<file path="src/msi_pkg.sv">
// Types, constants and helper functions for the multimode serial channel
// Contract
// - 7/8/9 data, optional parity, 1 or 2 stops
// - Receiver flags parity, overrun and framing errors
// - LSB/MSB order selectable; I2C is MSB only
// - Transmit buffer separate from transmit shifter
// - Received word moves into separate receive buffer
// - Empty, end, full, error, I2C condition events
// - Bit timing from programmable baud generator
// - Smartcard mode as asynchronous variant
// - Simple single-master I2C and simple SPI modes
`default_nettype none
package msi_pkg;
  localparam logic [3:0] PH_MID   = 4'h7;
  localparam logic [3:0] PH_HIGH  = 4'h8;
  localparam logic [3:0] PH_SAMP  = 4'hB;
  localparam logic [3:0] PH_LAST  = 4'hF;
  localparam logic [3:0] MAX_BITS = 4'h9;
  localparam logic       LINE_IDLE = 1'b1;
  localparam logic [1:0] LEN_7    = 2'h0;
  localparam logic [1:0] LEN_8    = 2'h1;
  localparam logic [1:0] LEN_9    = 2'h2;

  typedef enum logic [1:0] {
    MODE_ASYNC = 2'h0, MODE_SMART = 2'h1, MODE_I2C = 2'h2, MODE_SPI = 2'h3
  } msi_mode_t;

  typedef enum logic [1:0] {
    COND_START = 2'h0, COND_RESTART = 2'h1, COND_STOP = 2'h2
  } msi_cond_t;

  typedef enum logic [5:0] {
    TX_IDLE = 6'h01, TX_START = 6'h02, TX_DATA = 6'h04,
    TX_PAR  = 6'h08, TX_STOP  = 6'h10, TX_COND = 6'h20
  } msi_tx_st_t;

  typedef enum logic [4:0] {
    RX_IDLE = 5'h01, RX_START = 5'h02, RX_DATA = 5'h04, RX_PAR = 5'h08, RX_STOP = 5'h10
  } msi_rx_st_t;

  typedef struct packed {
    msi_mode_t  mode;
    logic [1:0] len;
    logic       par_en;
    logic       par_odd;
    logic       stop2;
    logic       msb_first;
  } msi_cfg_t;

  typedef struct packed {
    logic parity;
    logic overrun;
    logic framing;
  } msi_err_t;

  typedef struct packed {
    logic tx_empty;
    logic tx_end;
    logic rx_full;
    logic rx_err;
    logic i2c_start;
    logic i2c_restart;
    logic i2c_stop;
  } msi_irq_t;

  // Mode-dependent format overrides
  function automatic msi_cfg_t msi_eff(msi_cfg_t c);
    msi_cfg_t r;
    r = c;
    case (c.mode)
      MODE_SMART: begin
        r.len    = LEN_8;
        r.par_en = 1'b1;
        r.stop2  = 1'b1;
      end
      MODE_I2C: begin
        r.len       = LEN_8;
        r.par_en    = 1'b0;
        r.msb_first = 1'b1;
      end
      MODE_SPI: begin
        r.len    = LEN_8;
        r.par_en = 1'b0;
      end
      default: begin
        if (c.len == 2'h3) r.len = LEN_8;
      end
    endcase
    return r;
  endfunction

  function automatic logic [3:0] msi_nbits(logic [1:0] len);
    case (len)
      LEN_7:   return 4'h7;
      LEN_9:   return 4'h9;
      default: return 4'h8;
    endcase
  endfunction

  // Puts the n data bits into line order, first bit in bit 0
  function automatic logic [8:0] msi_order(logic [8:0] d, logic [3:0] n, logic msb);
    logic [8:0] r;
    r = d;
    for (int i = 0; i < 9; i++) begin
      if (msb && i < int'(n)) r[i] = d[int'(n) - 1 - i];
    end
    return r;
  endfunction

  function automatic logic msi_par(logic [8:0] d, logic [3:0] n, logic odd);
    logic r;
    r = odd;
    for (int i = 0; i < 9; i++) begin
      if (i < int'(n)) r = r ^ d[i];
    end
    return r;
  endfunction
endpackage
`default_nettype wire

</file>
<file path="src/msi_buf2.sv">
// Two-entry valid/ready buffer holding received words
`default_nettype none
module msi_buf2 import msi_pkg::*; #(
  parameter int unsigned W = 9
) (
  // Clock and reset
  input  wire logic         mclk,
  input  wire logic         reset_n,
  // Fill side
  input  wire logic         in_valid,
  output logic              in_ready,
  input  wire logic [W-1:0] in_data,
  // Drain side
  output logic              out_valid,
  input  wire logic         out_ready,
  output logic [W-1:0]      out_data
);
  if (W < 1) begin : g_chk
    $error("W must be at least 1");
  end

  logic [W-1:0] mem_q [2];
  logic [W-1:0] mem_d [2];
  logic         wp_q, wp_d, rp_q, rp_d;
  logic [1:0]   cnt_q, cnt_d;
  logic         wr, rd;

  assign in_ready  = cnt_q != 2'h2;
  assign out_valid = cnt_q != 2'h0;
  assign out_data  = mem_q[rp_q];
  assign wr        = in_valid && in_ready;
  assign rd        = out_valid && out_ready;

  always_comb begin
    mem_d = mem_q;
    wp_d  = wp_q;
    rp_d  = rp_q;
    if (wr) begin
      mem_d[wp_q] = in_data;
      wp_d        = !wp_q;
    end
    if (rd) rp_d = !rp_q;
    cnt_d = cnt_q + {1'b0, wr} - {1'b0, rd};
  end

  always_ff @(posedge mclk) begin
    if (!reset_n) begin
      mem_q[0] <= '0;
      mem_q[1] <= '0;
      wp_q     <= 1'b0;
      rp_q     <= 1'b0;
      cnt_q    <= 2'h0;
    end else begin
      mem_q <= mem_d;
      wp_q  <= wp_d;
      rp_q  <= rp_d;
      cnt_q <= cnt_d;
    end
  end
endmodule
`default_nettype wire

</file>
<file path="src/msi_serial.sv">
// Multimode serial channel: asynchronous, smartcard, simple I2C and simple SPI
`default_nettype none
module msi_serial import msi_pkg::*; #(
  parameter int unsigned BRG_W = 16
) (
  // Clock and reset
  input  wire logic             mclk,
  input  wire logic             reset_n,
  // Configuration
  input  wire msi_cfg_t         cfg,
  input  wire logic [BRG_W-1:0] brg_div,
  // Transmit data
  input  wire logic             tx_valid,
  output logic                  tx_ready,
  input  wire logic [8:0]       tx_data,
  // Receive data
  output logic                  rx_valid,
  input  wire logic             rx_ready,
  output logic [8:0]            rx_data,
  // Error flags
  output var msi_err_t          err,
  input  wire msi_err_t         err_clr,
  // I2C condition requests
  input  wire logic             cond_req,
  input  wire msi_cond_t        cond_kind,
  output logic                  cond_ready,
  // Events
  output var msi_irq_t          irq,
  // Line pins
  output logic                  txd,
  input  wire logic             rxd,
  output logic                  sck,
  input  wire logic             sda_i,
  output logic                  sda_o,
  output logic                  sda_oe,
  output logic                  scl_o,
  output logic                  scl_oe
);
  if (BRG_W < 2 || BRG_W > 24) begin : g_chk
    $error("BRG_W out of range");
  end

  msi_cfg_t ec;
  logic [3:0] nb, nsh;
  logic i2c, spi, sync;
  assign ec   = msi_eff(cfg);
  assign nb   = msi_nbits(ec.len);
  assign i2c  = ec.mode == MODE_I2C;
  assign spi  = ec.mode == MODE_SPI;
  assign sync = i2c || spi;
  assign nsh  = nb + {3'h0, i2c};

  ////////////////////////////////////////////////////////////////////////////////
  // Baud generator and input synchronisers
  logic [BRG_W-1:0] brg_q, brg_d;
  logic tick_q, tick_d;
  logic [2:0] rs_q, rs_d, ss_q, ss_d;
  logic rxf_q, rxf_d, sdaf_q, sdaf_d, samp;

  always_comb begin
    brg_d  = brg_q - BRG_W'(1);
    tick_d = 1'b0;
    if (brg_q == '0) begin
      brg_d  = brg_div;
      tick_d = 1'b1;
    end
    rs_d   = {rs_q[1:0], rxd};
    ss_d   = {ss_q[1:0], sda_i};
    rxf_d  = (rs_q[2] == rs_q[1]) ? rs_q[2] : rxf_q;
    sdaf_d = (ss_q[2] == ss_q[1]) ? ss_q[2] : sdaf_q;
  end

  always_ff @(posedge mclk) begin
    if (!reset_n) begin
      brg_q  <= '0;
      tick_q <= 1'b0;
      rs_q   <= 3'h7;
      ss_q   <= 3'h7;
      rxf_q  <= LINE_IDLE;
      sdaf_q <= 1'b1;
    end else begin
      brg_q  <= brg_d;
      tick_q <= tick_d;
      rs_q   <= rs_d;
      ss_q   <= ss_d;
      rxf_q  <= rxf_d;
      sdaf_q <= sdaf_d;
    end
  end
  assign samp = i2c ? sdaf_q : rxf_q;

  ////////////////////////////////////////////////////////////////////////////////
  // Transmitter, also drives the sync-mode clock and I2C conditions
  msi_tx_st_t tx_st_q, tx_st_d;
  logic [3:0] tx_ph_q, tx_ph_d, tx_bit_q, tx_bit_d;
  logic [8:0] tx_sh_q, tx_sh_d, tx_buf_q, tx_buf_d;
  logic tx_par_q, tx_par_d, tx_full_q, tx_full_d, held_q, held_d;
  msi_cond_t cond_q, cond_d;
  logic [2:0] cev_q, cev_d;
  logic txd_q, txd_d, sck_q, sck_d, sda_oe_q, sda_oe_d, scl_oe_q, scl_oe_d;
  logic bit_end, sync_end;

  assign bit_end  = tick_q && tx_ph_q == PH_LAST;
  assign sync_end = sync && tx_st_q == TX_DATA && bit_end && tx_bit_q == nsh - 4'h1;

  always_comb begin
    tx_st_d   = tx_st_q;
    tx_ph_d   = tx_ph_q;
    tx_bit_d  = tx_bit_q;
    tx_sh_d   = tx_sh_q;
    tx_par_d  = tx_par_q;
    tx_buf_d  = tx_buf_q;
    tx_full_d = tx_full_q;
    cond_d    = cond_q;
    held_d    = held_q;
    cev_d     = 3'h0;
    if (tx_valid && !tx_full_q) begin
      tx_buf_d  = tx_data;
      tx_full_d = 1'b1;
    end
    if (tick_q && tx_st_q != TX_IDLE) tx_ph_d = tx_ph_q + 4'h1;
    case (tx_st_q)
      TX_IDLE: begin
        tx_ph_d  = 4'h0;
        tx_bit_d = 4'h0;
        if (cond_req && i2c) begin
          cond_d  = cond_kind;
          tx_st_d = TX_COND;
        end else if (tx_full_q) begin
          tx_full_d = 1'b0;
          tx_sh_d   = msi_order(i2c ? {1'b1, tx_buf_q[7:0]} : tx_buf_q, nb,
                                ec.msb_first);
          tx_par_d  = msi_par(tx_buf_q, nb, ec.par_odd);
          tx_st_d   = sync ? TX_DATA : TX_START;
        end
      end
      TX_START: if (bit_end) tx_st_d = TX_DATA;
      TX_DATA: if (bit_end) begin
        tx_sh_d  = tx_sh_q >> 1;
        tx_bit_d = tx_bit_q + 4'h1;
        if (tx_bit_q == nsh - 4'h1) begin
          tx_bit_d = 4'h0;
          tx_st_d  = sync ? TX_IDLE : (ec.par_en ? TX_PAR : TX_STOP);
        end
      end
      TX_PAR: if (bit_end) tx_st_d = TX_STOP;
      TX_STOP: if (bit_end) begin
        tx_bit_d = tx_bit_q + 4'h1;
        if (tx_bit_q == {3'h0, ec.stop2}) tx_st_d = TX_IDLE;
      end
      TX_COND: if (bit_end) begin
        tx_st_d = TX_IDLE;
        held_d  = cond_q != COND_STOP;
        case (cond_q)
          COND_START:   cev_d = 3'h4;
          COND_RESTART: cev_d = 3'h2;
          default:      cev_d = 3'h1;
        endcase
      end
      default: tx_st_d = TX_IDLE;
    endcase
    if (!i2c) held_d = 1'b0;
    // Pin levels follow the next state so they line up with the registered state
    txd_d    = LINE_IDLE;
    sck_d    = 1'b0;
    sda_oe_d = 1'b0;
    scl_oe_d = held_d;
    case (tx_st_d)
      TX_START: txd_d = 1'b0;
      TX_DATA: begin
        txd_d    = tx_sh_d[0];
        sck_d    = spi && tx_ph_d >= PH_HIGH;
        sda_oe_d = i2c && !tx_sh_d[0];
        scl_oe_d = i2c && tx_ph_d < PH_HIGH;
      end
      TX_PAR: txd_d = tx_par_d;
      TX_COND: begin
        scl_oe_d = 1'b0;
        sda_oe_d = (tx_ph_d < PH_HIGH) == (cond_d == COND_STOP);
      end
      default: ;
    endcase
  end

  always_ff @(posedge mclk) begin
    if (!reset_n) begin
      tx_st_q   <= TX_IDLE;
      tx_ph_q   <= 4'h0;
      tx_bit_q  <= 4'h0;
      tx_sh_q   <= 9'h1FF;
      tx_buf_q  <= 9'h000;
      tx_par_q  <= 1'b0;
      tx_full_q <= 1'b0;
      cond_q    <= COND_START;
      held_q    <= 1'b0;
      cev_q     <= 3'h0;
      txd_q     <= LINE_IDLE;
      sck_q     <= 1'b0;
      sda_oe_q  <= 1'b0;
      scl_oe_q  <= 1'b0;
    end else begin
      tx_st_q   <= tx_st_d;
      tx_ph_q   <= tx_ph_d;
      tx_bit_q  <= tx_bit_d;
      tx_sh_q   <= tx_sh_d;
      tx_buf_q  <= tx_buf_d;
      tx_par_q  <= tx_par_d;
      tx_full_q <= tx_full_d;
      cond_q    <= cond_d;
      held_q    <= held_d;
      cev_q     <= cev_d;
      txd_q     <= txd_d;
      sck_q     <= sck_d;
      sda_oe_q  <= sda_oe_d;
      scl_oe_q  <= scl_oe_d;
    end
  end

  ////////////////////////////////////////////////////////////////////////////////
  // Receiver; sync modes sample in the high half of the transmit bit
  msi_rx_st_t rx_st_q, rx_st_d;
  logic [3:0] rx_ph_q, rx_ph_d, rx_bit_q, rx_bit_d;
  logic [8:0] rx_sh_q, rx_sh_d, word_q, word_d, rx_al;
  logic push_q, push_d, mid, rend, b_ready;
  msi_err_t err_q, err_d;

  assign rx_al = rx_sh_q >> (MAX_BITS - nsh);
  assign mid   = tick_q && rx_ph_q == PH_MID;
  assign rend  = tick_q && rx_ph_q == PH_LAST;

  always_comb begin
    rx_st_d  = rx_st_q;
    rx_ph_d  = rx_ph_q;
    rx_bit_d = rx_bit_q;
    rx_sh_d  = rx_sh_q;
    word_d   = word_q;
    push_d   = 1'b0;
    err_d    = err_q & ~err_clr;
    if (tick_q && rx_st_q != RX_IDLE) rx_ph_d = rx_ph_q + 4'h1;
    case (rx_st_q)
      RX_IDLE: begin
        rx_ph_d  = 4'h0;
        rx_bit_d = 4'h0;
        if (!sync && !rxf_q) rx_st_d = RX_START;
      end
      RX_START: begin
        if (mid && rxf_q) rx_st_d = RX_IDLE;
        else if (rend) rx_st_d = RX_DATA;
      end
      RX_DATA: begin
        if (mid) rx_sh_d = {rxf_q, rx_sh_q[8:1]};
        if (rend) begin
          rx_bit_d = rx_bit_q + 4'h1;
          if (rx_bit_q == nb - 4'h1) rx_st_d = ec.par_en ? RX_PAR : RX_STOP;
        end
      end
      RX_PAR: begin
        if (mid && rxf_q != msi_par(rx_al, nb, ec.par_odd)) err_d.parity = 1'b1;
        if (rend) rx_st_d = RX_STOP;
      end
      RX_STOP: if (mid) begin
        if (!rxf_q) err_d.framing = 1'b1;
        push_d  = 1'b1;
        word_d  = msi_order(rx_al, nb, ec.msb_first);
        rx_st_d = RX_IDLE;
      end
      default: rx_st_d = RX_IDLE;
    endcase
    if (sync && tx_st_q == TX_DATA && tick_q && tx_ph_q == PH_SAMP) begin
      rx_sh_d = {samp, rx_sh_q[8:1]};
    end
    if (sync_end) begin
      push_d = 1'b1;
      word_d = msi_order(rx_al, nb, ec.msb_first);
    end
    // A new word with both buffer entries still unread is lost
    if (push_q && !b_ready) err_d.overrun = 1'b1;
  end

  always_ff @(posedge mclk) begin
    if (!reset_n) begin
      rx_st_q  <= RX_IDLE;
      rx_ph_q  <= 4'h0;
      rx_bit_q <= 4'h0;
      rx_sh_q  <= 9'h000;
      word_q   <= 9'h000;
      push_q   <= 1'b0;
      err_q    <= '0;
    end else begin
      rx_st_q  <= rx_st_d;
      rx_ph_q  <= rx_ph_d;
      rx_bit_q <= rx_bit_d;
      rx_sh_q  <= rx_sh_d;
      word_q   <= word_d;
      push_q   <= push_d;
      err_q    <= err_d;
    end
  end

  msi_buf2 #(.W(9)) u_rxbuf (
    .mclk      (mclk),
    .reset_n   (reset_n),
    .in_valid  (push_q),
    .in_ready  (b_ready),
    .in_data   (word_q),
    .out_valid (rx_valid),
    .out_ready (rx_ready),
    .out_data  (rx_data)
  );

  ////////////////////////////////////////////////////////////////////////////////
  // Outputs
  assign tx_ready   = !tx_full_q;
  assign cond_ready = i2c && tx_st_q == TX_IDLE;
  assign err        = err_q;
  assign irq        = {!tx_full_q, tx_st_q == TX_IDLE && !tx_full_q, rx_valid,
                       |err_q, cev_q};
  assign txd        = txd_q;
  assign sck        = sck_q;
  assign sda_o      = 1'b0;
  assign sda_oe     = sda_oe_q;
  assign scl_o      = 1'b0;
  assign scl_oe     = scl_oe_q;
endmodule
`default_nettype wire

</file>
<file path="config.mk">
export PLATFORM = sky130hd
export DESIGN_NAME = msi_serial
export DESIGN_NICKNAME = d
export VERILOG_FILES = /design/src/msi_pkg.sv /design/src/msi_buf2.sv /design/src/msi_serial.sv
export SDC_FILE = /design/constraint.sdc
export NUM_CORES = 1
export LEC_CHECK = 0
export BUFFER_PORTS_ARGS = -buffer_cell sky130_fd_sc_hd__buf_2
export CAP_MARGIN = 20
export CORE_UTILIZATION = 50
export CTS_BUF_LIST = sky130_fd_sc_hd__clkbuf_4
export CTS_CLUSTER_SIZE = 24
export DETAILED_ROUTE_END_ITERATION = 8
export PLACE_DENSITY = 0.83
export SLEW_MARGIN = 20
export SYNTH_ARGS = -nofsm -noshare
export SYNTH_HDL_FRONTEND = slang
export SYNTH_SLANG_ARGS = --single-unit
</file>
<file path="constraint.sdc">
create_clock -name mclk -period 4.7 [get_ports mclk]
set_clock_uncertainty 0.2 [all_clocks]
set_input_delay 0.94 -clock mclk [delete_from_list [all_inputs] [get_ports mclk]]
set_output_delay 0.94 -clock mclk [all_outputs]
set_load 0.005 [all_outputs]
</file>
==> out/results.ini, run 1 <==
[grt]
grt_pass1_wl_mm = 25.8
grt_overflow = 0
track_usage_pct = 24.2
grtUsageMet2_pct = 37.9
grtUsageMet1_pct = 31.8
gr-max-usage-layer = met2
antenna_found_initial = 0
met3_usage_pct = 6.12
grt_max_degree = 42
grt_pass1_vias = 5409

[floorplanning]
rows = 41
io_pins = 73
core_area_sq_um = 12700
dieArea_sq_um = 13600
die_x_um = 117
start_util_pct = 51.7
die_h_um = 117

[critical_path]
crit-reg2reg-capture = sda_oe$_SDFF_PN0_
cp-start-kind = input port
reg2reg_depth = 7
crit_path_end_kind = flip-flop
r2r_setup_slack_ns = 1.59
cp-startpoint = cfg[7]
arrival_ns = 4.14
critPathRequiredTime_ns = 4.97
r2r_start = tx_st_q[5]$_SDFF_PN0_
crit_path_max_fanout = 10
crit_type = input port to flip-flop

[min_path]
min_delay_worst_endpoint = ss_q[1]$_SDFF_PN1_
worst_hold_path.num_cells = 1
hold_class = flip-flop to flip-flop
min_from = ss_q[0]$_SDFF_PN1_

[clock_network]
postCtsHoldBufs = 0
numCtsBuffers = 17
clk_latency_ns = 0.55
htreeDepth = 4
cts.path.max_buffers = 2
cts_tree = done
cts_resized = 0
cts.sink_count = 126
path_clk_slew_ns = 0.10
root_buffer = clkbuf_4
cts_setup_buffers = 0

[final_layout]
utilization_pct = 58.1
area_delta_synth_final_pct = 12.4
final_area_sq_um = 7400
insertedDiodeCount = 0
fillers = 1182
nets = 912
drive_gt1_share_pct = 16.4

[logic_synthesis]
synthTopCellsByCount = dfxtp_1 (126), nor2_1 (105), nand2_1 (104)
yosysUniqueCellTypes = 70
syn_area_sq_um = 6580
seq_area_frac_synth_pct = 38.3
synth-edff-count = 0
synth.area.top_cells = dfxtp_1 (38%), nor2_1 (6.0%), nand2_1 (5.9%), mux2i_1 (5.8%), a21oi_1 (4.7%)
synth_largest_area_cell = dfxtp_1
yosys_register_bits = 126
synthArstFlopShare_pct = 0
synth_top_cell_area_share_pct = 38.3
synth_area_per_cell_sq_um = 8.27
dominantRegCellSynth = dfxtp_1
synth_most_common_cell = dfxtp_1
syn_inst = 796
yosys_warnings = 0

[detailed_routing]
antenna_left = 0
wire_per_inst_um = 14.8
drt_iter0_markers = 426
drt-pass1-iter-count = 6
drcViolationCount = 0
drt-total-wl_mm = 15.4
via_count = 5981
routed_via_density = 5.74

[sta]
setup_viol = 0
slew_violations = 0
setup_tns_ns = 0
hold_slack_ns = 0.221
rsz0062_at_grt = no
period_minus_slack_ns = 3.87
worst_pin_slew_ns = 0.696
max_freq_ghz = 0.258
min_period_over_period_pct = 82.4
max_slew_margin_pct = 53.6
hold_viol_final = 0

[run_status]
status = finished, final reports clean

[place]
routabilityCongestion = 0.916
dpl_cell_area_sq_um = 7050
hpwl_mm = 11.1
io_buffer_count = 70

[power]
ir_drop_mv = 0.213
powerDensity_nw_per_um2 = 374
p_leak_nw = 2.97

[run]
drv_cap = 0

==> worst max-delay path: stages <==
cell and delay, ns:
buf_2 0.16, or3_1 0.54, nor2_1 0.18, inv_1 0.09, ha_1 0.48, buf_4 0.21
mux4_2 0.28, nor2_1 0.15, a21oi_1 0.12, xnor2_1 0.24, a21oi_1 0.12, or4b_1 0.53
o211ai_1 0.10
==> cells by family (layout without fill, tap and decap cells) <==
family / Yosys count / in the layout / share of synthesized area [%]
and+or+nand+nor: 335 / 335 / 24.2
AOI/OAI and AO/OA: 164 / 164 / 16.1
DFF: 126 / 126 / 38.3
buffers and inverters: 61 / 134 / 3.97
muxes: 57 / 57 / 9.89
xor gates and xnor gates: 42 / 42 / 5.59
adders and majority gates: 10 / 10 / 1.90
other: 1 / 2 / 0.0570
==> cells in the final DEF (no fill, tap or decap), drive strengths merged, types with 14 or more instances in the layout <==
master and n:
clkbuf 20, inv 19, mux2i 38, buf 82, nor3 19, nand3 23
nand2 104, o21ai 29, nand2b 15, nor2 107, a21oi 62, mux2 14
dfxtp 126, xnor2 29
==> metrics by stage <==
stage,std cells,total power [mW],worst slack (ns)
2_1_floorplan,797,1.75,0.108
3_3_place_gp,1010,1.88,0.396
3_5_place_dp,1010,1.90,0.352
4_1_cts,1042,2.78,0.923
5_1_grt,1042,2.92,0.730
6_report,1042,2.77,0.825
==> flip-flops by register name (all words and copies together), names as in the netlist, 2 cells and up <==
signal         flops
brg_q             16
cev_q              3
cond_q             2
err                3
rs_q               3
rx_bit_q           4
rx_ph_q            4
rx_sh_q            9
rx_st_q            5
ss_q               3
tx_bit_q           4
tx_buf_q           9
tx_ph_q            4
tx_sh_q            9
tx_st_q            6
u_rxbuf.cnt_q      2
u_rxbuf.mem_q     18
word_q             9
==> power by group <==
part	leakage (nW)	switching (mW)	internal (mW)
combinational	1.77	0.352	0.267
clock	0.182	0.393	0.489
sequential	1.02	0.108	1.16
total	2.97	0.853	1.91
==> routing by layer <==
layer,share of wire (%),vias up
met2,44,223
met1,46,2757
met3,7.1,44
met4,2.7,0
li1,-,2957
met5,0,-
==> area by class of cell <==
class / instances / area, sq um / area share, %
Timing Repair Buffer: 82 / 440 / 5.95
Multi-Input combinational cell: 610 / 3800 / 51.4
Clock buffer: 20 / 150 / 2.03
Inverter: 20 / 75.1 / 1.01
Clock inverter: 12 / 193 / 2.60
Tap cell: 172 / 215 / 2.91
Sequential cell: 126 / 2520 / 34.1
==> worst max-delay path by stage <==
stage / endpoint / slack, ns / depth (start not counted)
after floorplan: err[2]$_SDFF_PN0_ / 0.11 / 15
after global placement: err[2]$_SDFF_PN0_ / 0.40 / 13
after detailed placement: err[2]$_SDFF_PN0_ / 0.35 / 13
after CTS: err[2]$_SDFF_PN0_ / 0.92 / 13
after global routing: err[2]$_SDFF_PN0_ / 0.73 / 12
final: err[2]$_SDFF_PN0_ / 0.83 / 13
No activity file was read; power rests on OpenSTA's default activity.
==> inputs of run 2 (changes only) <==
- ABC_AREA: unset -> 1
- PLACE_DENSITY: 0.83 -> 0.84
- clock period: 4.7 -> 3.4 ns (I/O delays scaled with it)
==> out/results.ini, run 2 <==
[run]
drv_cap = 0  ; unchanged

[critical_path]
crit_slowest_cell = ha_1
arrival_ns = 3.01  ; -1.13 ns
crit_type = input port to flip-flop
reg2reg_depth = 8  ; +1
worst_path_most_repeated_cell = nand2_1
crit_path_end_kind = flip-flop
crit_path_max_incr_delay_ns = 0.41  ; -0.13 ns
crit-reg2reg-capture = scl_oe$_SDFF_PN0_
cp-start-kind = input port
r2r_setup_slack_ns = 0.96  ; -0.63 ns
critical_path.cell_chain = buf_2, inv_2, nand2_2, inv_4, ha_1, ha_1, inv_2, nand3_1, nand2_1, nor2_1, nand2_1, nand2_1, nand2_1, nand2_1, nand2_1, nand2_1, inv_1, nand2_1, nand3_1, a21oi_1
crit_path_max_fanout = 10  ; unchanged
r2r_start = tick_q$_SDFF_PN0_
critPathRequiredTime_ns = 3.70  ; -1.27 ns

[logic_synthesis]
syn_inst = 918  ; +15%
synth_most_common_cell = nand2_1
synth_area_per_cell_sq_um = 7.02  ; -15%
synth_largest_area_cell = dfxtp_1
synthArstFlopShare_pct = 0  ; unchanged
dominantRegCellSynth = dfxtp_1
synth_top_cell_area_share_pct = 39.1  ; +0.80 points
yosys_register_bits = 126  ; unchanged
synth-edff-count = 0  ; unchanged
syn_area_sq_um = 6450  ; -2.1%
synth.area.top_cells = dfxtp_1 (39%), nand2_1 (9.4%), inv_1 (6.4%), nor2_1 (6.1%), o21ai_0 (5.8%)
seq_area_frac_synth_pct = 39.1  ; +0.80 points
yosysUniqueCellTypes = 54  ; -23%
synthTopCellsByCount = nand2_1 (161), dfxtp_1 (126), inv_1 (110)
yosys_warnings = 0  ; unchanged

[place]
pre_cts_ws_ns = 0.152  ; -0.200 ns
dpl_cell_area_sq_um = 6960  ; -1.3%
dp.cells = 1143  ; +13%
routabilityCongestion = 0.929  ; +1.4%
io_buffer_count = 70  ; unchanged
hpwl_mm = 11.7  ; +5.5%

[final_layout]
insertedDiodeCount = 0  ; unchanged
largest_register_ffs = 18  ; unchanged
final_area_sq_um = 7260  ; -1.9%
stdcell_count = 1175  ; +13%
nets = 1045  ; +15%
largest-register = u_rxbuf.mem_q
utilization_pct = 57.5  ; -0.65 points
top_regs = u_rxbuf.mem_q (18), brg_q (16)
layout_commonest_cell = nand2_1
final_cell_mix = nand2_1 (161), dfxtp_1 (126), inv_1 (110)
drive_gt1_share_pct = 15.6  ; -0.88 points
area_delta_synth_final_pct = 12.6

[sta]
max_slew_margin_pct = 55.6  ; +2.0 points
setup_ws_ns = 0.684  ; -0.141 ns
slew_violations = 0  ; unchanged
period_minus_slack_ns = 2.72
hold_viol_final = 0  ; unchanged
rsz0062_at_grt = no
hold_slack_ns = 0.0988  ; -0.122 ns
max_freq_ghz = 0.368
setup_tns_ns = 0  ; unchanged
setup_viol = 0  ; unchanged
min_period_over_period_pct = 79.9
worst_pin_slew_ns = 0.660  ; -0.0364 ns

[power]
finalPower_mw = 3.94  ; +42%
p_leak_nw = 3.20  ; +7.6%
ir_drop_mv = 0.425  ; +100%
powerDensity_nw_per_um2 = 543  ; +45%

[detailed_routing]
antenna_left = 0  ; unchanged
routed_via_density = 5.35  ; -6.8%
drt-total-wl_mm = 15.7  ; +1.9%
drt_iter0_markers = 631  ; +48%
drcViolationCount = 0  ; unchanged
wire_per_inst_um = 13.3  ; -9.7%
drt-pass1-iter-count = 5  ; -1
via_count = 6287  ; +5.1%

[floorplanning]
die_h_um = 116  ; -1.0%
die_x_um = 116  ; -1.0%
start_util_pct = 51.1  ; -0.65 points
core_area_sq_um = 12600  ; -0.81%
dieArea_sq_um = 13400  ; -2.0%
rows = 41  ; unchanged
io_pins = 73  ; unchanged

[clock_network]
root_buffer = clkbuf_4
cts_tree = done
htreeDepth = 4  ; unchanged
clk_latency_ns = 0.56  ; about the same
postCtsHoldBufs = 0  ; unchanged
cts.sink_count = 126  ; unchanged
cts_resized = 0  ; unchanged
numCtsBuffers = 17  ; unchanged
cts_setup_buffers = 0  ; unchanged
cts.path.max_buffers = 2  ; unchanged
path_clk_slew_ns = 0.11  ; about the same

[run_status]
status = finished, final reports clean

[min_path]
hold_class = input port to flip-flop
min_from = err_clr[0]
worst_hold_path.num_cells = 2  ; +1
min_delay_worst_endpoint = err[0]$_SDFF_PN0_

[grt]
track_usage_pct = 25.1  ; +0.88 points
grt_overflow = 0  ; unchanged
gr-max-usage-layer = met2
grt_pass1_wl_mm = 26.2  ; +1.5%
grtUsageMet2_pct = 42.0  ; +4.1 points
grt_pass1_vias = 5744  ; +6.2%
grt_max_degree = 47  ; +12%
antenna_found_initial = 0  ; unchanged
grtUsageMet1_pct = 31.6  ; -0.15 points
met3_usage_pct = 5.75  ; -0.37 points

run 2: changes by cell type after synthesis, sizes merged, moves of 8 or more:
cell    change
nand2      +63
o21ai      +58
xnor2      -20
nand2b     -15
mux2i      -37
or3         -8
nor3       -10
mux2       -14
inv       +106
nand4       +9
nand3      +40
a21oi       +9
run 2: layout make-up:
type,instances,area [sq um]
inverter,126,475
tap,172,215
fill,1219,5360
timing repair buffer,82,440
clock buffer,20,150
multi-input combinational,637,3310
clock inverter,12,144
sequential,126,2520
run 2: kinds of logic after synthesis:
kind of cell | synth area share, %
AO/OA/AOI/OAI | 19.4
XOR/XNOR | 3.13
adder cells (fa/ha/maj) | 1.94
buffers and inverters | 9.61
flip-flops | 39.1
multiplexers | 0.155
other | 0.0582
AND/OR/NAND/NOR | 26.6
run 2: worst max path at each step:
stage	start	endpoint	cells after the start
after global routing	cfg[6]	word_q[5]$_SDFFE_PN0P_	18
after floorplan	cfg[4]	err[2]$_SDFF_PN0_	19
after CTS	cfg[6]	err[2]$_SDFF_PN0_	21
after global placement	cfg[6]	err[2]$_SDFF_PN0_	20
final	cfg[6]	err[2]$_SDFF_PN0_	20
after detailed placement	cfg[6]	err[2]$_SDFF_PN0_	21
run 2: metal layers:
metal / wire (um) / vias up
met5: 0 / -
met1: 7230 / 2839
met2: 7190 / 222
li1: - / 3202
met3: 968 / 24
met4: 289 / 0
run 2: report_power, final:
| group | switching, mW | leakage (nW) | internal (mW) |
|---|---|---|---|
| clock | 0.573 | 0.156 | 0.527 |
| combinational | 0.679 | 2.02 | 0.389 |
| sequential | 0.134 | 1.03 | 1.64 |
run 2: critical path, delay by kind of cell:
kind            cells  cell delay [ns]
compound gates      1             0.11
simple gates       12             1.13
buf+inv             5             0.47
fa+ha+maj           2             0.62
==> inputs of run 3 (changes only) <==
- clock period: 3.4 -> 2.45 ns (I/O delays scaled with it)
==> out/results.ini, run 3 (synthesis gave the netlist of run 2 again) <==
[sta]
setup_ws_ns = 0.0906  ; -0.593 ns
setup_tns_ns = 0  ; unchanged
worst_pin_slew_ns = 0.668  ; +0.00836 ns
max_slew_margin_pct = 55.5  ; -0.15 points
hold_viol_final = 0  ; unchanged
hold_slack_ns = 0.0224  ; -0.0764 ns
min_period_over_period_pct = 96.3
slew_violations = 0  ; unchanged
max_freq_ghz = 0.424
period_minus_slack_ns = 2.36
setup_viol = 0  ; unchanged

[critical_path]
critPathRequiredTime_ns = 1.76  ; -1.94 ns
arrival_ns = 1.67  ; -1.34 ns
critical_path.cell_chain = nor2_4, nand4_4, buf_4, nor2_1, buf_2
crit_path_max_fanout = 5  ; -5
critPathCapture = irq[5]
crit-reg2reg-capture = sck$_SDFF_PN0_
crit_path_max_incr_delay_ns = 0.38  ; -0.03 ns
crit_path_end_kind = output port
crit_slowest_cell = dfxtp_2
reg2reg_depth = 10  ; +2
cp-startpoint = tx_st_q[2]$_SDFF_PN0_
cp-start-kind = flip-flop
r2r_setup_slack_ns = 0.14  ; -0.82 ns
crit_type = flip-flop to output port
r2r_start = tx_ph_q[1]$_SDFF_PN0_

[final_layout]
final_cell_mix = nand2_1 (160), dfxtp_1 (125), inv_1 (107)
top_regs = u_rxbuf.mem_q (18), brg_q (16)
fillers = 1129  ; -7.4%
utilization_pct = 62.5  ; +5.0 points
nets = 1111  ; +6.3%
largest-register = u_rxbuf.mem_q
drive_gt1_share_pct = 20.4  ; +4.8 points
largest_register_ffs = 18  ; unchanged
layout_commonest_cell = nand2_1
insertedDiodeCount = 0  ; unchanged
area_delta_synth_final_pct = 22.4

[run]
drv_cap = 0  ; unchanged

[place]
hpwl_mm = 12.1  ; +3.2%
io_buffer_count = 70  ; unchanged
routabilityCongestion = 0.983  ; +5.8%
pre_cts_ws_ns = -0.240  ; -0.393 ns

[clock_network]
path_clk_slew_ns = 0.12  ; about the same
numCtsBuffers = 17  ; unchanged
cts.sink_count = 126  ; unchanged
cts.path.max_buffers = 2  ; unchanged
root_buffer = clkbuf_4
clk_latency_ns = 0.55  ; about the same
htreeDepth = 4  ; unchanged
cts_tree = done

[power]
powerDensity_nw_per_um2 = 716  ; +32%
ir_drop_mv = 0.610  ; +43%
finalPower_mw = 5.65  ; +43%
p_leak_nw = 3.52  ; +10%

[grt]
antenna_found_initial = 0  ; unchanged
grt_pass1_vias = 6213  ; +8.2%
grt_overflow = 0  ; unchanged
grt_pass1_wl_mm = 27.7  ; +5.9%
track_usage_pct = 26.5  ; +1.4 points
grt_max_degree = 71  ; +51%

[detailed_routing]
wire_per_inst_um = 13.6  ; +1.6%
drt-pass1-iter-count = 7  ; +2
drt-total-wl_mm = 16.8  ; +7.3%
drt_iter0_markers = 600  ; -4.9%
via_count = 6615  ; +5.2%
routed_via_density = 5.33  ; -0.38%
drcViolationCount = 0  ; unchanged
antenna_left = 0  ; unchanged

[floorplanning]
dieArea_sq_um = 13400  ; unchanged
core_area_sq_um = 12600  ; unchanged
die_h_um = 116  ; unchanged
start_util_pct = 51.1  ; unchanged
rows = 41  ; unchanged
die_x_um = 116  ; unchanged
io_pins = 73  ; unchanged

[min_path]
hold_class = input port to flip-flop

[run_status]
status = finished, final reports clean

## run 3: cell count changes in the layout (fill, tap and decap cells not counted), moves of 2 or more
cell	delta
nor2_1	-2
inv_1	-3
nor2_4	+2
ha_4	+3
dlygate4sd3_1	+18
buf_4	+48
ha_1	-3
## run 3: layout make-up
type	count	area, sq um	share of cell area [%]
multi-input cells	637	3390	42.9
well taps	172	215	2.73
repair buffers	148	981	12.4
inverters	126	488	6.18
flip-flops and latches	126	2520	32.0
clock buffers	20	150	1.90
clock inverters	12	144	1.82
## run 3: stage by stage
| stage | instances | instance area (sq um) |
|---|---|---|
| finish | 1241 | 7890 |
| global route | 1241 | 7890 |
| CTS | 1241 | 7870 |
| detailed placement | 1190 | 7370 |
| global placement | 1190 | 7370 |
| floorplan | 919 | 6520 |
## run 3: worst max-delay path, delay by kind of cell, from the launching register on
kind / cells / cell delay, ns
flops: 1 / 0.38
buf+inv: 2 / 0.30
simple gates: 3 / 0.43
## run 3: how the worst min path moves through the flow
stage,slack (ns),start,end,cells past startpoint
after detailed placement,0.20,rs_q[0]$_SDFF_PN1_,rs_q[1]$_SDFF_PN1_,1
after floorplan,0.19,cond_q[0]$_SDFF_PN0_,cev_q[2]$_SDFF_PN0_,1
final,0.02,brg_div[7],brg_q[7]$_SDFF_PN0_,3
after CTS,0.0004,brg_div[14],brg_q[14]$_SDFF_PN0_,3
after global placement,0.20,ss_q[0]$_SDFF_PN1_,ss_q[1]$_SDFF_PN1_,1
after global routing,0.02,brg_div[13],brg_q[13]$_SDFF_PN0_,3
## run 3: layer usage
metal | vias to the layer above | part of all wire [%] | global-route usage (%) | wire length, um
li1 | 3348 | - | - | -
met1 | 3035 | 45 | 31.9 | 7550
met2 | 203 | 48 | 45.8 | 8120
met3 | 29 | 4.8 | 5.65 | 801
met4 | 0 | 2.1 | 11.0 | 350
met5 | - | 0 | 0 | 0
## run 3: what timing repair did
item | 4_1_cts | 5_1_grt
pin swaps | 1 | 1
endpoints found under the hold margin | 18 | 0
endpoints found under the setup margin | 1 | 17
buffers inserted | 1 | 0
resized for setup | 3 | 6
hold buffers | 18 | 0
## run 3: report_power, final
part	internal, mW	switching, mW	leakage [nW]
logic	0.671	1.01	2.34
clock network	0.732	0.779	0.156
registers	2.27	0.182	1.03
total	3.68	1.97	3.52
